File: src/rtl/sar_adc_map.svh
// register map, field positions, reset values and timing counts of the sar converter control
// What this block does
// - A nonzero clock divider gives a sar clock period of 2*(divider+1) system clocks.
// - A zero clock divider runs the sar clock at the full system clock rate.
// - Gain select 000/001/010/011/10x/11x decodes to gain 1/2/4/8/16/0.5.
// - With the enable bit clear the converter is shut down and starts nothing.
// - With track mode clear and the converter on, tracking runs except while converting.
// - The busy bit reads 1 while timed tracking or a conversion runs and 0 otherwise.
// - The done flag is set as a completed conversion drops busy, not on shutdown, and only software clears it.
// - Writing 1 to busy starts a conversion only in start mode 00; writing 0 does nothing.
// - With track mode clear, start mode 00/01/10/11 picks busy write/timer 3/pin rise/timer 2.
// - With track mode set and start mode 00, 01 or 11, the event opens 3 sar clocks of tracking.
// - With track mode set and start mode 10, tracking follows the low pin, conversion its rise.
// - A window match sets the window flag, which stays until software clears it.
// - Right justified, the result sits in high bits 1:0 and the low byte, sign or zero above.
// - Left justified, the result fills the high byte and low bits 7:6, low bits 5:0 read 0.
// - Single-ended codes are unsigned, differential codes are two's complement.
// - A set pair bit makes that input pair differential and so turns on sign extension.
`ifndef SAR_ADC_MAP_SVH
`define SAR_ADC_MAP_SVH
// ----------------------------------------
// register addresses
// ----------------------------------------
`define SAR_CFG_ADDR 8'hBC
`define SAR_CTL_ADDR 8'hE8
`define RES_HIGH_ADDR 8'hBF
`define RES_LOW_ADDR 8'hBE
// ----------------------------------------
// reset values
// ----------------------------------------
`define CFG_RESET 8'hF8
`define CTL_RESET 8'h00
`define RES_RESET 8'h00
// ----------------------------------------
// field positions
// ----------------------------------------
`define CFG_DIV_MSB 7
`define CFG_DIV_LSB 3
`define CFG_GAIN_MSB 2
`define CFG_GAIN_LSB 0
`define CTL_EN_BIT 7
`define CTL_TM_BIT 6
`define CTL_DONE_BIT 5
`define CTL_BUSY_BIT 4
`define CTL_CM_MSB 3
`define CTL_CM_LSB 2
`define CTL_WIN_BIT 1
`define CTL_LJST_BIT 0
// ----------------------------------------
// timing counts in sar clocks
// ----------------------------------------
`define TRACK_SAR_CLOCKS 5'd3
`define CONV_SAR_CLOCKS 5'd16
`endif

File: src/rtl/sar_adc_pkg.sv
// types shared by the sar converter control modules
package sar_adc_pkg;
   typedef enum logic [1:0] {
      ST_OFF = 2'b00,
      ST_IDLE = 2'b01,
      ST_TRACK = 2'b10,
      ST_CONVERT = 2'b11
   } conv_state_e;
   typedef enum logic [1:0] {
      SRC_SOFTWARE = 2'b00,
      SRC_TIMER3 = 2'b01,
      SRC_PIN = 2'b10,
      SRC_TIMER2 = 2'b11
   } start_src_e;
   typedef struct packed {
      logic [5:0] count;
   } divider_state_s;
endpackage : sar_adc_pkg

File: src/rtl/sar_core_if.sv
// signals between the control, the sar clock divider and the result formatter
`timescale 1ns/1ps
`default_nettype none
interface sar_core_if;
   logic [4:0] divider;
   logic run;
   logic tick;
   logic [9:0] raw;
   logic left_justify;
   logic differential;
   logic [7:0] high;
   logic [7:0] low;
   modport control (output divider, run, raw, left_justify, differential,
                    input tick, high, low);
   modport divider_side (input divider, run, output tick);
   modport format_side (input raw, left_justify, differential, output high, low);
endinterface : sar_core_if
`default_nettype wire

File: src/rtl/sar_clock_divider.sv
// sar clock enable derived from the system clock
`timescale 1ns/1ps
`default_nettype none
module sar_clock_divider (
   // system
   input wire logic clk,
   input wire logic rst,
   // control side
   sar_core_if.divider_side core
);
   sar_adc_pkg::divider_state_s st;
   sar_adc_pkg::divider_state_s next_st;
   logic [5:0] last;

   assign last = {core.divider, 1'b1};
   // one tick per period of 2*(divider+1) clocks, or every clock at zero
   assign core.tick = core.run && ((core.divider == 5'h00) || (st.count == last));

   always_comb begin
      next_st = st;
      if (!core.run || core.tick) begin
         next_st.count = 6'h00;
      end else begin
         next_st.count = st.count + 6'h01;
      end
   end

   always_ff @(posedge clk) begin
      if (rst) begin
         st <= '0;
      end else begin
         st <= next_st;
      end
   end
endmodule : sar_clock_divider
`default_nettype wire

File: src/rtl/sar_result_formatter.sv
// places the 10-bit code in the two result bytes
`timescale 1ns/1ps
`default_nettype none
module sar_result_formatter (
   // control side
   sar_core_if.format_side core
);
   logic fill;

   // differential codes are two's complement and carry their sign upward
   assign fill = core.differential & core.raw[9];

   always_comb begin
      if (core.left_justify) begin
         core.high = core.raw[9:2];
         core.low = {core.raw[1:0], 6'h00};
      end else begin
         core.high = {{6{fill}}, core.raw[9:8]};
         core.low = core.raw[7:0];
      end
   end
endmodule : sar_result_formatter
`default_nettype wire

File: src/rtl/sar_adc_conversion_control.sv
// sar converter control: registers, start sequencing and result loading
`timescale 1ns/1ps
`default_nettype none
`include "sar_adc_map.svh"
module sar_adc_conversion_control (
   // system
   input wire logic clk,
   input wire logic rst,
   // special function register port
   input wire logic [7:0] sfr_addr,
   input wire logic [7:0] sfr_wdata,
   input wire logic sfr_wr,
   output logic [7:0] sfr_rdata,
   // start sources
   input wire logic timer3_overflow,
   input wire logic timer2_overflow,
   input wire logic external_convert_start,
   // input multiplexer state
   input wire logic [3:0] input_pair_config,
   input wire logic [3:0] input_channel_select,
   // window comparator
   input wire logic window_match,
   // analog core
   input wire logic [9:0] core_result,
   output logic converter_powered,
   output logic core_track,
   output logic core_convert,
   output logic sar_clock_tick,
   output logic [5:0] amplifier_gain_x2
);
   // ----------------------------------------
   // state
   // ----------------------------------------
   // software fields, then sequencing, then registered outputs
   typedef struct packed {
      logic [4:0] sar_clock_divider;
      logic [2:0] amplifier_gain_select;
      logic converter_enable;
      logic track_mode_select;
      logic conversion_done_flag;
      logic [1:0] start_source_select;
      logic window_match_flag;
      logic left_justify_select;
      logic [7:0] result_high_byte;
      logic [7:0] result_low_byte;
      sar_adc_pkg::conv_state_e phase;
      logic [4:0] tick_count;
      logic pin_s1;
      logic pin_s2;
      logic pin_s3;
      logic pin_level;
      logic [7:0] rdata;
      logic [5:0] gain_x2;
      logic track;
   } ctrl_state_s;

   localparam logic [7:0] CFG_INIT = `CFG_RESET;
   localparam logic [7:0] CTL_INIT = `CTL_RESET;

   // reset image of both registers and a sequencer in ST_OFF
   localparam ctrl_state_s RESET_STATE = '{
      sar_clock_divider: CFG_INIT[`CFG_DIV_MSB:`CFG_DIV_LSB],
      amplifier_gain_select: CFG_INIT[`CFG_GAIN_MSB:`CFG_GAIN_LSB],
      converter_enable: CTL_INIT[`CTL_EN_BIT],
      track_mode_select: CTL_INIT[`CTL_TM_BIT],
      conversion_done_flag: CTL_INIT[`CTL_DONE_BIT],
      start_source_select: CTL_INIT[`CTL_CM_MSB:`CTL_CM_LSB],
      window_match_flag: CTL_INIT[`CTL_WIN_BIT],
      left_justify_select: CTL_INIT[`CTL_LJST_BIT],
      result_high_byte: `RES_RESET,
      result_low_byte: `RES_RESET,
      phase: sar_adc_pkg::ST_OFF,
      tick_count: 5'h00,
      // pin stages start at the idle high level: no false rise after reset
      pin_s1: 1'b1,
      pin_s2: 1'b1,
      pin_s3: 1'b1,
      pin_level: 1'b1,
      rdata: 8'h00,
      gain_x2: 6'h02,
      track: 1'b0
   };

   ctrl_state_s st;
   ctrl_state_s next_st;

   // ----------------------------------------
   // functions
   // ----------------------------------------
   // gain expressed in halves: 0.5 reads as 1
   function automatic logic [5:0] gain_in_halves(input logic [2:0] sel);
      logic [5:0] g;
      g = 6'h02;
      unique casez (sel)
         3'b000: g = 6'h02;
         3'b001: g = 6'h04;
         3'b010: g = 6'h08;
         3'b011: g = 6'h10;
         3'b10?: g = 6'h20;
         3'b11?: g = 6'h01;
      endcase
      return g;
   endfunction : gain_in_halves

   // pair bit of the selected channel; odd selects share their even neighbour's bit, selects with bit 3 set read 0
   function automatic logic pair_is_differential(input logic [3:0] chan,
                                                 input logic [3:0] pairs);
      logic d;
      d = 1'b0;
      if (!chan[3]) begin
         d = pairs[chan[2:1]];
      end
      return d;
   endfunction : pair_is_differential

   // busy covers timed tracking as well as the conversion itself
   function automatic logic phase_is_busy(input sar_adc_pkg::conv_state_e p);
      logic b;
      b = (p == sar_adc_pkg::ST_TRACK) || (p == sar_adc_pkg::ST_CONVERT);
      return b;
   endfunction : phase_is_busy

   function automatic logic [7:0] control_byte(input ctrl_state_s s);
      logic [7:0] b;
      logic busy;
      busy = phase_is_busy(s.phase);
      b = 8'h00;
      b[`CTL_EN_BIT] = s.converter_enable;
      b[`CTL_TM_BIT] = s.track_mode_select;
      b[`CTL_DONE_BIT] = s.conversion_done_flag;
      b[`CTL_BUSY_BIT] = busy;
      b[`CTL_CM_MSB:`CTL_CM_LSB] = s.start_source_select;
      b[`CTL_WIN_BIT] = s.window_match_flag;
      b[`CTL_LJST_BIT] = s.left_justify_select;
      return b;
   endfunction : control_byte

   // ----------------------------------------
   // sub-blocks
   // ----------------------------------------
   sar_core_if core_if();

   assign core_if.divider = st.sar_clock_divider;
   assign core_if.run = phase_is_busy(st.phase);
   assign core_if.raw = core_result;
   assign core_if.left_justify = st.left_justify_select;
   assign core_if.differential = pair_is_differential(input_channel_select,
                                                      input_pair_config);

   sar_clock_divider sar_clock_divider_inst (
      .clk(clk),
      .rst(rst),
      .core(core_if.divider_side)
   );

   sar_result_formatter sar_result_formatter_inst (
      .core(core_if.format_side)
   );

   // ----------------------------------------
   // decode
   // ----------------------------------------
   logic wr_cfg;
   logic wr_ctl;
   logic wr_high;
   logic wr_low;
   logic pin_stable;
   logic pin_rise;
   logic sw_start;
   logic tick;
   logic last_track_tick;
   logic last_conv_tick;

   // one write strobe per mapped register
   assign wr_cfg = sfr_wr && (sfr_addr == `SAR_CFG_ADDR);
   assign wr_ctl = sfr_wr && (sfr_addr == `SAR_CTL_ADDR);
   assign wr_high = sfr_wr && (sfr_addr == `RES_HIGH_ADDR);
   assign wr_low = sfr_wr && (sfr_addr == `RES_LOW_ADDR);

   // ----------------------------------------
   // start sources
   // ----------------------------------------
   // pin level accepted once the second and third stages agree
   assign pin_stable = (st.pin_s2 == st.pin_s3);
   assign pin_rise = pin_stable && st.pin_s3 && !st.pin_level;

   // a busy write of 1 starts only in software start mode
   assign sw_start = wr_ctl && sfr_wdata[`CTL_BUSY_BIT] &&
      (sfr_wdata[`CTL_CM_MSB:`CTL_CM_LSB] == sar_adc_pkg::SRC_SOFTWARE);

   // sar tick and the last tick of each timed phase
   assign tick = core_if.tick;
   assign last_track_tick = tick && (st.tick_count == (`TRACK_SAR_CLOCKS - 5'd1));
   assign last_conv_tick = tick && (st.tick_count == (`CONV_SAR_CLOCKS - 5'd1));

   // ----------------------------------------
   // next state
   // ----------------------------------------
   logic start_event;
   logic timed_track;

   always_comb begin
      next_st = st;
      start_event = 1'b0;
      timed_track = 1'b0;

      // pin synchroniser
      next_st.pin_s1 = external_convert_start;
      next_st.pin_s2 = st.pin_s1;
      next_st.pin_s3 = st.pin_s2;
      if (pin_stable) begin
         next_st.pin_level = st.pin_s3;
      end

      // software writes
      if (wr_cfg) begin
         next_st.sar_clock_divider = sfr_wdata[`CFG_DIV_MSB:`CFG_DIV_LSB];
         next_st.amplifier_gain_select = sfr_wdata[`CFG_GAIN_MSB:`CFG_GAIN_LSB];
      end
      if (wr_ctl) begin
         next_st.converter_enable = sfr_wdata[`CTL_EN_BIT];
         next_st.track_mode_select = sfr_wdata[`CTL_TM_BIT];
         next_st.conversion_done_flag = sfr_wdata[`CTL_DONE_BIT];
         next_st.start_source_select = sfr_wdata[`CTL_CM_MSB:`CTL_CM_LSB];
         next_st.window_match_flag = sfr_wdata[`CTL_WIN_BIT];
         next_st.left_justify_select = sfr_wdata[`CTL_LJST_BIT];
      end
      if (wr_high) begin
         next_st.result_high_byte = sfr_wdata;
      end
      if (wr_low) begin
         next_st.result_low_byte = sfr_wdata;
      end

      // start event of the selected source
      unique case (next_st.start_source_select)
         sar_adc_pkg::SRC_SOFTWARE: start_event = sw_start;
         sar_adc_pkg::SRC_TIMER3: start_event = timer3_overflow;
         sar_adc_pkg::SRC_PIN: start_event = pin_rise;
         sar_adc_pkg::SRC_TIMER2: start_event = timer2_overflow;
      endcase
      timed_track = next_st.track_mode_select &&
                    (next_st.start_source_select != sar_adc_pkg::SRC_PIN);

      // sequencing
      unique case (st.phase)
         sar_adc_pkg::ST_OFF: begin
            // enabling only powers up; a start needs a later start event
            if (next_st.converter_enable) begin
               next_st.phase = sar_adc_pkg::ST_IDLE;
            end
         end
         sar_adc_pkg::ST_IDLE: begin
            next_st.tick_count = 5'h00;
            if (start_event && timed_track) begin
               next_st.phase = sar_adc_pkg::ST_TRACK;
            end else if (start_event) begin
               next_st.phase = sar_adc_pkg::ST_CONVERT;
            end
         end
         sar_adc_pkg::ST_TRACK: begin
            if (last_track_tick) begin
               next_st.phase = sar_adc_pkg::ST_CONVERT;
               next_st.tick_count = 5'h00;
            end else if (tick) begin
               next_st.tick_count = st.tick_count + 5'd1;
            end
         end
         sar_adc_pkg::ST_CONVERT: begin
            if (last_conv_tick) begin
               // result lands in the same edge that drops busy
               next_st.result_high_byte = core_if.high;
               next_st.result_low_byte = core_if.low;
               next_st.phase = sar_adc_pkg::ST_IDLE;
               next_st.tick_count = 5'h00;
            end else if (tick) begin
               next_st.tick_count = st.tick_count + 5'd1;
            end
         end
      endcase

      // shutdown aborts whatever runs
      if (!next_st.converter_enable) begin
         next_st.phase = sar_adc_pkg::ST_OFF;
         next_st.tick_count = 5'h00;
      end

      // hardware sets win over a software clear in the same cycle
      if ((st.phase == sar_adc_pkg::ST_CONVERT) && last_conv_tick &&
          next_st.converter_enable) begin
         next_st.conversion_done_flag = 1'b1;
      end
      if (window_match) begin
         next_st.window_match_flag = 1'b1;
      end

      // analog core controls
      next_st.gain_x2 = gain_in_halves(next_st.amplifier_gain_select);
      next_st.track = 1'b0;
      if (next_st.converter_enable) begin
         if (!next_st.track_mode_select) begin
            next_st.track = (next_st.phase == sar_adc_pkg::ST_IDLE);
         end else if (next_st.start_source_select == sar_adc_pkg::SRC_PIN) begin
            next_st.track = (next_st.phase == sar_adc_pkg::ST_IDLE) &&
                            !next_st.pin_level;
         end else begin
            next_st.track = (next_st.phase == sar_adc_pkg::ST_TRACK);
         end
      end

      // register read data, one cycle after the address
      unique case (sfr_addr)
         `SAR_CFG_ADDR: next_st.rdata = {st.sar_clock_divider, st.amplifier_gain_select};
         `SAR_CTL_ADDR: next_st.rdata = control_byte(st);
         `RES_HIGH_ADDR: next_st.rdata = st.result_high_byte;
         `RES_LOW_ADDR: next_st.rdata = st.result_low_byte;
         default: next_st.rdata = 8'h00;
      endcase
   end

   // ----------------------------------------
   // registers
   // ----------------------------------------
   always_ff @(posedge clk) begin
      if (rst) begin
         st <= RESET_STATE;
      end else begin
         st <= next_st;
      end
   end

   // ----------------------------------------
   // outputs
   // ----------------------------------------
   assign sfr_rdata = st.rdata;
   assign converter_powered = st.converter_enable;
   assign core_track = st.track;
   assign core_convert = (st.phase == sar_adc_pkg::ST_CONVERT);
   assign sar_clock_tick = tick;
   assign amplifier_gain_x2 = st.gain_x2;
endmodule : sar_adc_conversion_control
`default_nettype wire

File: config.mk
export PLATFORM = sky130hd
export DESIGN_NAME = sar_adc_conversion_control
export DESIGN_NICKNAME = d
export VERILOG_FILES = /design/src/rtl/sar_adc_pkg.sv /design/src/rtl/sar_core_if.sv /design/src/rtl/sar_clock_divider.sv /design/src/rtl/sar_result_formatter.sv /design/src/rtl/sar_adc_conversion_control.sv
export VERILOG_INCLUDE_DIRS = /design/src /design/src/rtl
export SDC_FILE = /design/constraint.sdc
export NUM_CORES = 1
export LEC_CHECK = 0
export BUFFER_PORTS_ARGS = -buffer_cell sky130_fd_sc_hd__buf_2
export CORE_MARGIN = 4
export CORE_UTILIZATION = 30
export CTS_CLUSTER_DIAMETER = 40
export DETAILED_ROUTE_END_ITERATION = 6
export SLEW_MARGIN = 10
export SYNTH_ARGS = -nofsm -noshare
export SYNTH_HDL_FRONTEND = slang
export SYNTH_SLANG_ARGS = --single-unit
File: constraint.sdc
create_clock -name clk -period 3.21 [get_ports clk]
set_clock_uncertainty 0.15 [all_clocks]
set_input_delay 0.4815 -clock clk [delete_from_list [all_inputs] [get_ports clk]]
set_output_delay 0.4815 -clock clk [all_outputs]
set_load 0.01 [all_outputs]
==> key figures <==
Synthesis
  • Post-Syn Nets: 410
  • Synth Area in Compound Gates: approximately a fifth
  • Cell types with the highest counts after synthesis: 63 x sky130_fd_sc_hd__dfxtp_1, 43 x sky130_fd_sc_hd__nand2_1, 24 x sky130_fd_sc_hd__a21oi_1, 21 x sky130_fd_sc_hd__nor2_1
  • Synthesized netlist cell count: 364
  • Parity-gate share of the synthesized area counting xor and xnor cells: under 10%
  • Synthesized area per cell: about 8.7 sq um
  • Most instantiated library cell after synthesis: sky130_fd_sc_hd__dfxtp_1
  • Netlist area before placement: approximately 0.0032 sq mm
  • Proportion of synthesized area in mux cells: 6.57%
  • Distinct cell type count of the synthesized netlist: 56
  • Count of warnings emitted by yosys: 0
  • Fraction of post-synthesis cell area in the top cell type by area: approximately two fifths
  • Top_reg_cell synth: sky130_fd_sc_hd__dfxtp_1
  • Area share of fa/ha/maj cells after synthesis: just under 2%
  • Synth top area cells: sky130_fd_sc_hd__dfxtp_1 40%, sky130_fd_sc_hd__nand2_1 5.1%, sky130_fd_sc_hd__mux2i_1 4.1%
  • Number of enable flip-flop cells after synthesis: 0
  • FF+latch count, synth: 63
  • Synth Area in Simple Gates: a little under a quarter
  • Cell accounting for the most synthesized area: sky130_fd_sc_hd__dfxtp_1
  • Async S/R FF share, synth: 0%
  • Dominant combinational cell family by area after synthesis: simple AND/OR/NAND/NOR gates
  • Seq/Total Area, Yosys: about two fifths

GRT
  • GRT Util Overall: roughly 14%
  • Via count of the first global-routing pass: roughly 2800
  • Gr ovfl total: 0
  • Global-route wire length before repair: approximately 14 mm
  • Number of antenna violations at the first check in global routing: 0
  • Maximum number of pins on one net before global-route repair: 28

Routing
  • Number of violations reported at the end of detailed-routing iteration 0: roughly 190
  • Post-route ant nets: 0
  • Wire length per cell: 15.2 um
  • Avg Vias per Cell: approximately 5.3
  • Wire length reported by the detailed router: 8.33 mm
  • Residual DRC: 0
  • Detailed-routing iteration count for the pre-antenna-repair pass: 6
  • Vias post-DR: 2900

Place
  • Global placement routability congestion: 0.822
  • Post-place instance area: ~0.0035 sq mm
  • DP Cell Count: roughly 530
  • DP Worst Slack: 0.599 ns
  • Half-perimeter wire length of the detailed placement result: 6.21 mm
  • IO buf count: 57

Min path
  • HP Class: primary input to flop
  • Min-delay src: external_convert_start
  • Worst hold path cell count: 2
  • Hold Path End: next_st[17]$_SDFF_PP1_

Critical path
  • Path depth of the worst reg2reg path: 9
  • R2R Path End: st[37]$_SDFF_PP0_
  • Kind of critical path: flop to flop
  • Flop-to-flop setup slack: just under 0.6 ns
  • Critical path data required time: ~3.3 ns
  • Reg-to-reg critical path startpoint: st[20]$_SDFFE_PP0P_
  • Kind of end point of the critical path: flop
  • Highest net fanout along the worst path: 27
  • CP startpoint kind: flop
  • Arr. time, crit path: 2.67 ns

Clock tree
  • Number of buffers on the longest clock path: 2
  • Clock tree from TritonCTS: built
  • Number of levels the H-tree was split into: 3
  • Quantity of hold-fixing buffers added after cts: 0
  • Post-cts repair resize count: 0
  • Clock network latency to the later pin of the worst-skew pair: 0.35 ns
  • Count of clock tree sinks: between 60 and 70
  • Cts bufs inserted: 9
  • Clock tree root driver cell: sky130_fd_sc_hd__clkbuf_8
  • Count of buffers added by post-CTS timing repair for setup: 0
  • Clock-pin slew on the worst setup and hold paths: 0.07 ns

Final layout
  • Fin cells: 549
  • Post-route design area: 0.00372 sq mm
  • Fraction of final layout cells sized beyond drive strength 1: between 20% and 30%
  • Count of antenna diodes in the layout: 0
  • NumNets Final: around 450
  • Layout area overhead: 16.9%

STA
  • Period utilisation layout: about four fifths
  • Worst setup slack after layout: roughly 0.58 ns
  • Top achievable clock speed: ~0.38 GHz
  • Slew of the pin with the lowest slew margin: 0.823 ns
  • Number of hold-slack violations in the final timing report: 0
  • Fin Setup TNS: 0 ns
  • Final setup violation count: 0
  • Setup repair after global routing missed its margin: false
  • Worst slew margin relative to its limit: roughly 44%
  • Final Critical Period: roughly 2.6 ns
  • Max Slew Vio Count: 0
  • Worst hold margin: approximately 0.17 ns

Floorplan
  • Die area: 0.0123 sq mm
  • Number of rows in the core area: 37
  • Starting density of the core: a little under a third
  • Core Box Area: 0.0103 sq mm
  • Floorplan die height: 111 um
  • IO Pins: 59
  • Horizontal extent of the die: roughly 110 um

Job
  • Max Cap Violations: 0

Run status
  • Result of the run: complete, no violations

Pwr
  • Total leakage power: roughly 0.0014 uW
  • Ratio of total power to cell area: 416 mW/mm^2
  • Largest voltage drop on the vdd net: ~0.00023 V
## logic make-up (layout without fill, tap and decap cells)
logic type / after synthesis / in the layout
simple gates: 139 / 139
mux: 19 / 19
flops: 63 / 63
fa+ha+maj: 5 / 5
xor+xnor: 9 / 9
compound gates: 82 / 82
buf+inv: 47 / 96
## area by class of cell
class	instances	area [sq um]
inverter	15	56.3
multi-input combinational	254	1690
timing repair buffer	65	345
fill	1062	6600
sequential	63	1260
tap	136	170
clock inverter	6	60.1
clock buffer	10	138
## worst max-delay path: stages (launching register included)
cell                       delay [ns]
sky130_fd_sc_hd__dfxtp_1         0.38
sky130_fd_sc_hd__ha_1            0.21
sky130_fd_sc_hd__and3_1          0.16
sky130_fd_sc_hd__ha_1            0.16
sky130_fd_sc_hd__and3_1          0.21
sky130_fd_sc_hd__and3_1          0.18
sky130_fd_sc_hd__a22oi_2         0.06
sky130_fd_sc_hd__buf_4           0.23
sky130_fd_sc_hd__a31oi_1         0.53
sky130_fd_sc_hd__a221oi_1        0.19
## worst max path at each step
stage                              from                 to  cells after the start
floorplan           st[20]$_SDFFE_PP0P_  st[28]$_SDFF_PP0_                      9
global placement    st[20]$_SDFFE_PP0P_  st[39]$_SDFF_PP0_                      9
detailed placement  st[20]$_SDFFE_PP0P_  st[39]$_SDFF_PP0_                      9
CTS                 st[20]$_SDFFE_PP0P_  st[39]$_SDFF_PP0_                      9
global route        st[20]$_SDFFE_PP0P_  st[37]$_SDFF_PP0_                      9
finish              st[20]$_SDFFE_PP0P_  st[37]$_SDFF_PP0_                      9
## sequential cells by signal, summed over array words and instances (netlist names)
signal	flops
amplifier_gain_x2	6
sfr_rdata	8
st	33
converter_powered	1
next_st	2
core_if.left_justify	1
sar_clock_divider_inst.st	6
core_track	1
core_if.divider	5
## stage by stage
| stage | total power [uW] | util (%) |
|---|---|---|
| 6_report | 1550 | 36.0 |
| 3_3_place_gp | 878 | 34.1 |
| 4_1_cts | 1570 | 36.0 |
| 5_1_grt | 1600 | 36.0 |
| 3_5_place_dp | 879 | 34.1 |
| 2_1_floorplan | 835 | - |
## where the power goes
part | leakage (uW) | switching, uW | total (uW) | internal [uW]
clock | 0.0000981 | 311 | 686 | 375
sequential | 0.000508 | 1.72 | 786 | 785
combinational | 0.000830 | 43.2 | 75.4 | 32.2
total | 0.00144 | 356 | 1550 | 1190
## cells in the final DEF (no fill, tap or decap), drive strengths merged, types with 6 or more instances in the layout
cell / n
inv: 15
clkbuf: 10
nand2: 43
xnor2: 7
a311oi: 10
mux2i: 13
nor2: 22
nor2b: 8
a222oi: 8
a21oi: 24
a221oi: 6
a211oi: 10
buf: 65
dfxtp: 63
nand3: 17
nand2b: 7
## routing by layer
metal,vias to the layer above,GRT usage [%],part of all wire [%]
met5,-,0,0
met4,0,5.01,1.9
li1,1413,-,-
met1,1377,17.1,44
met2,97,23.0,47
met3,13,4.09,6.3
Power figures use the tool's default switching activity.
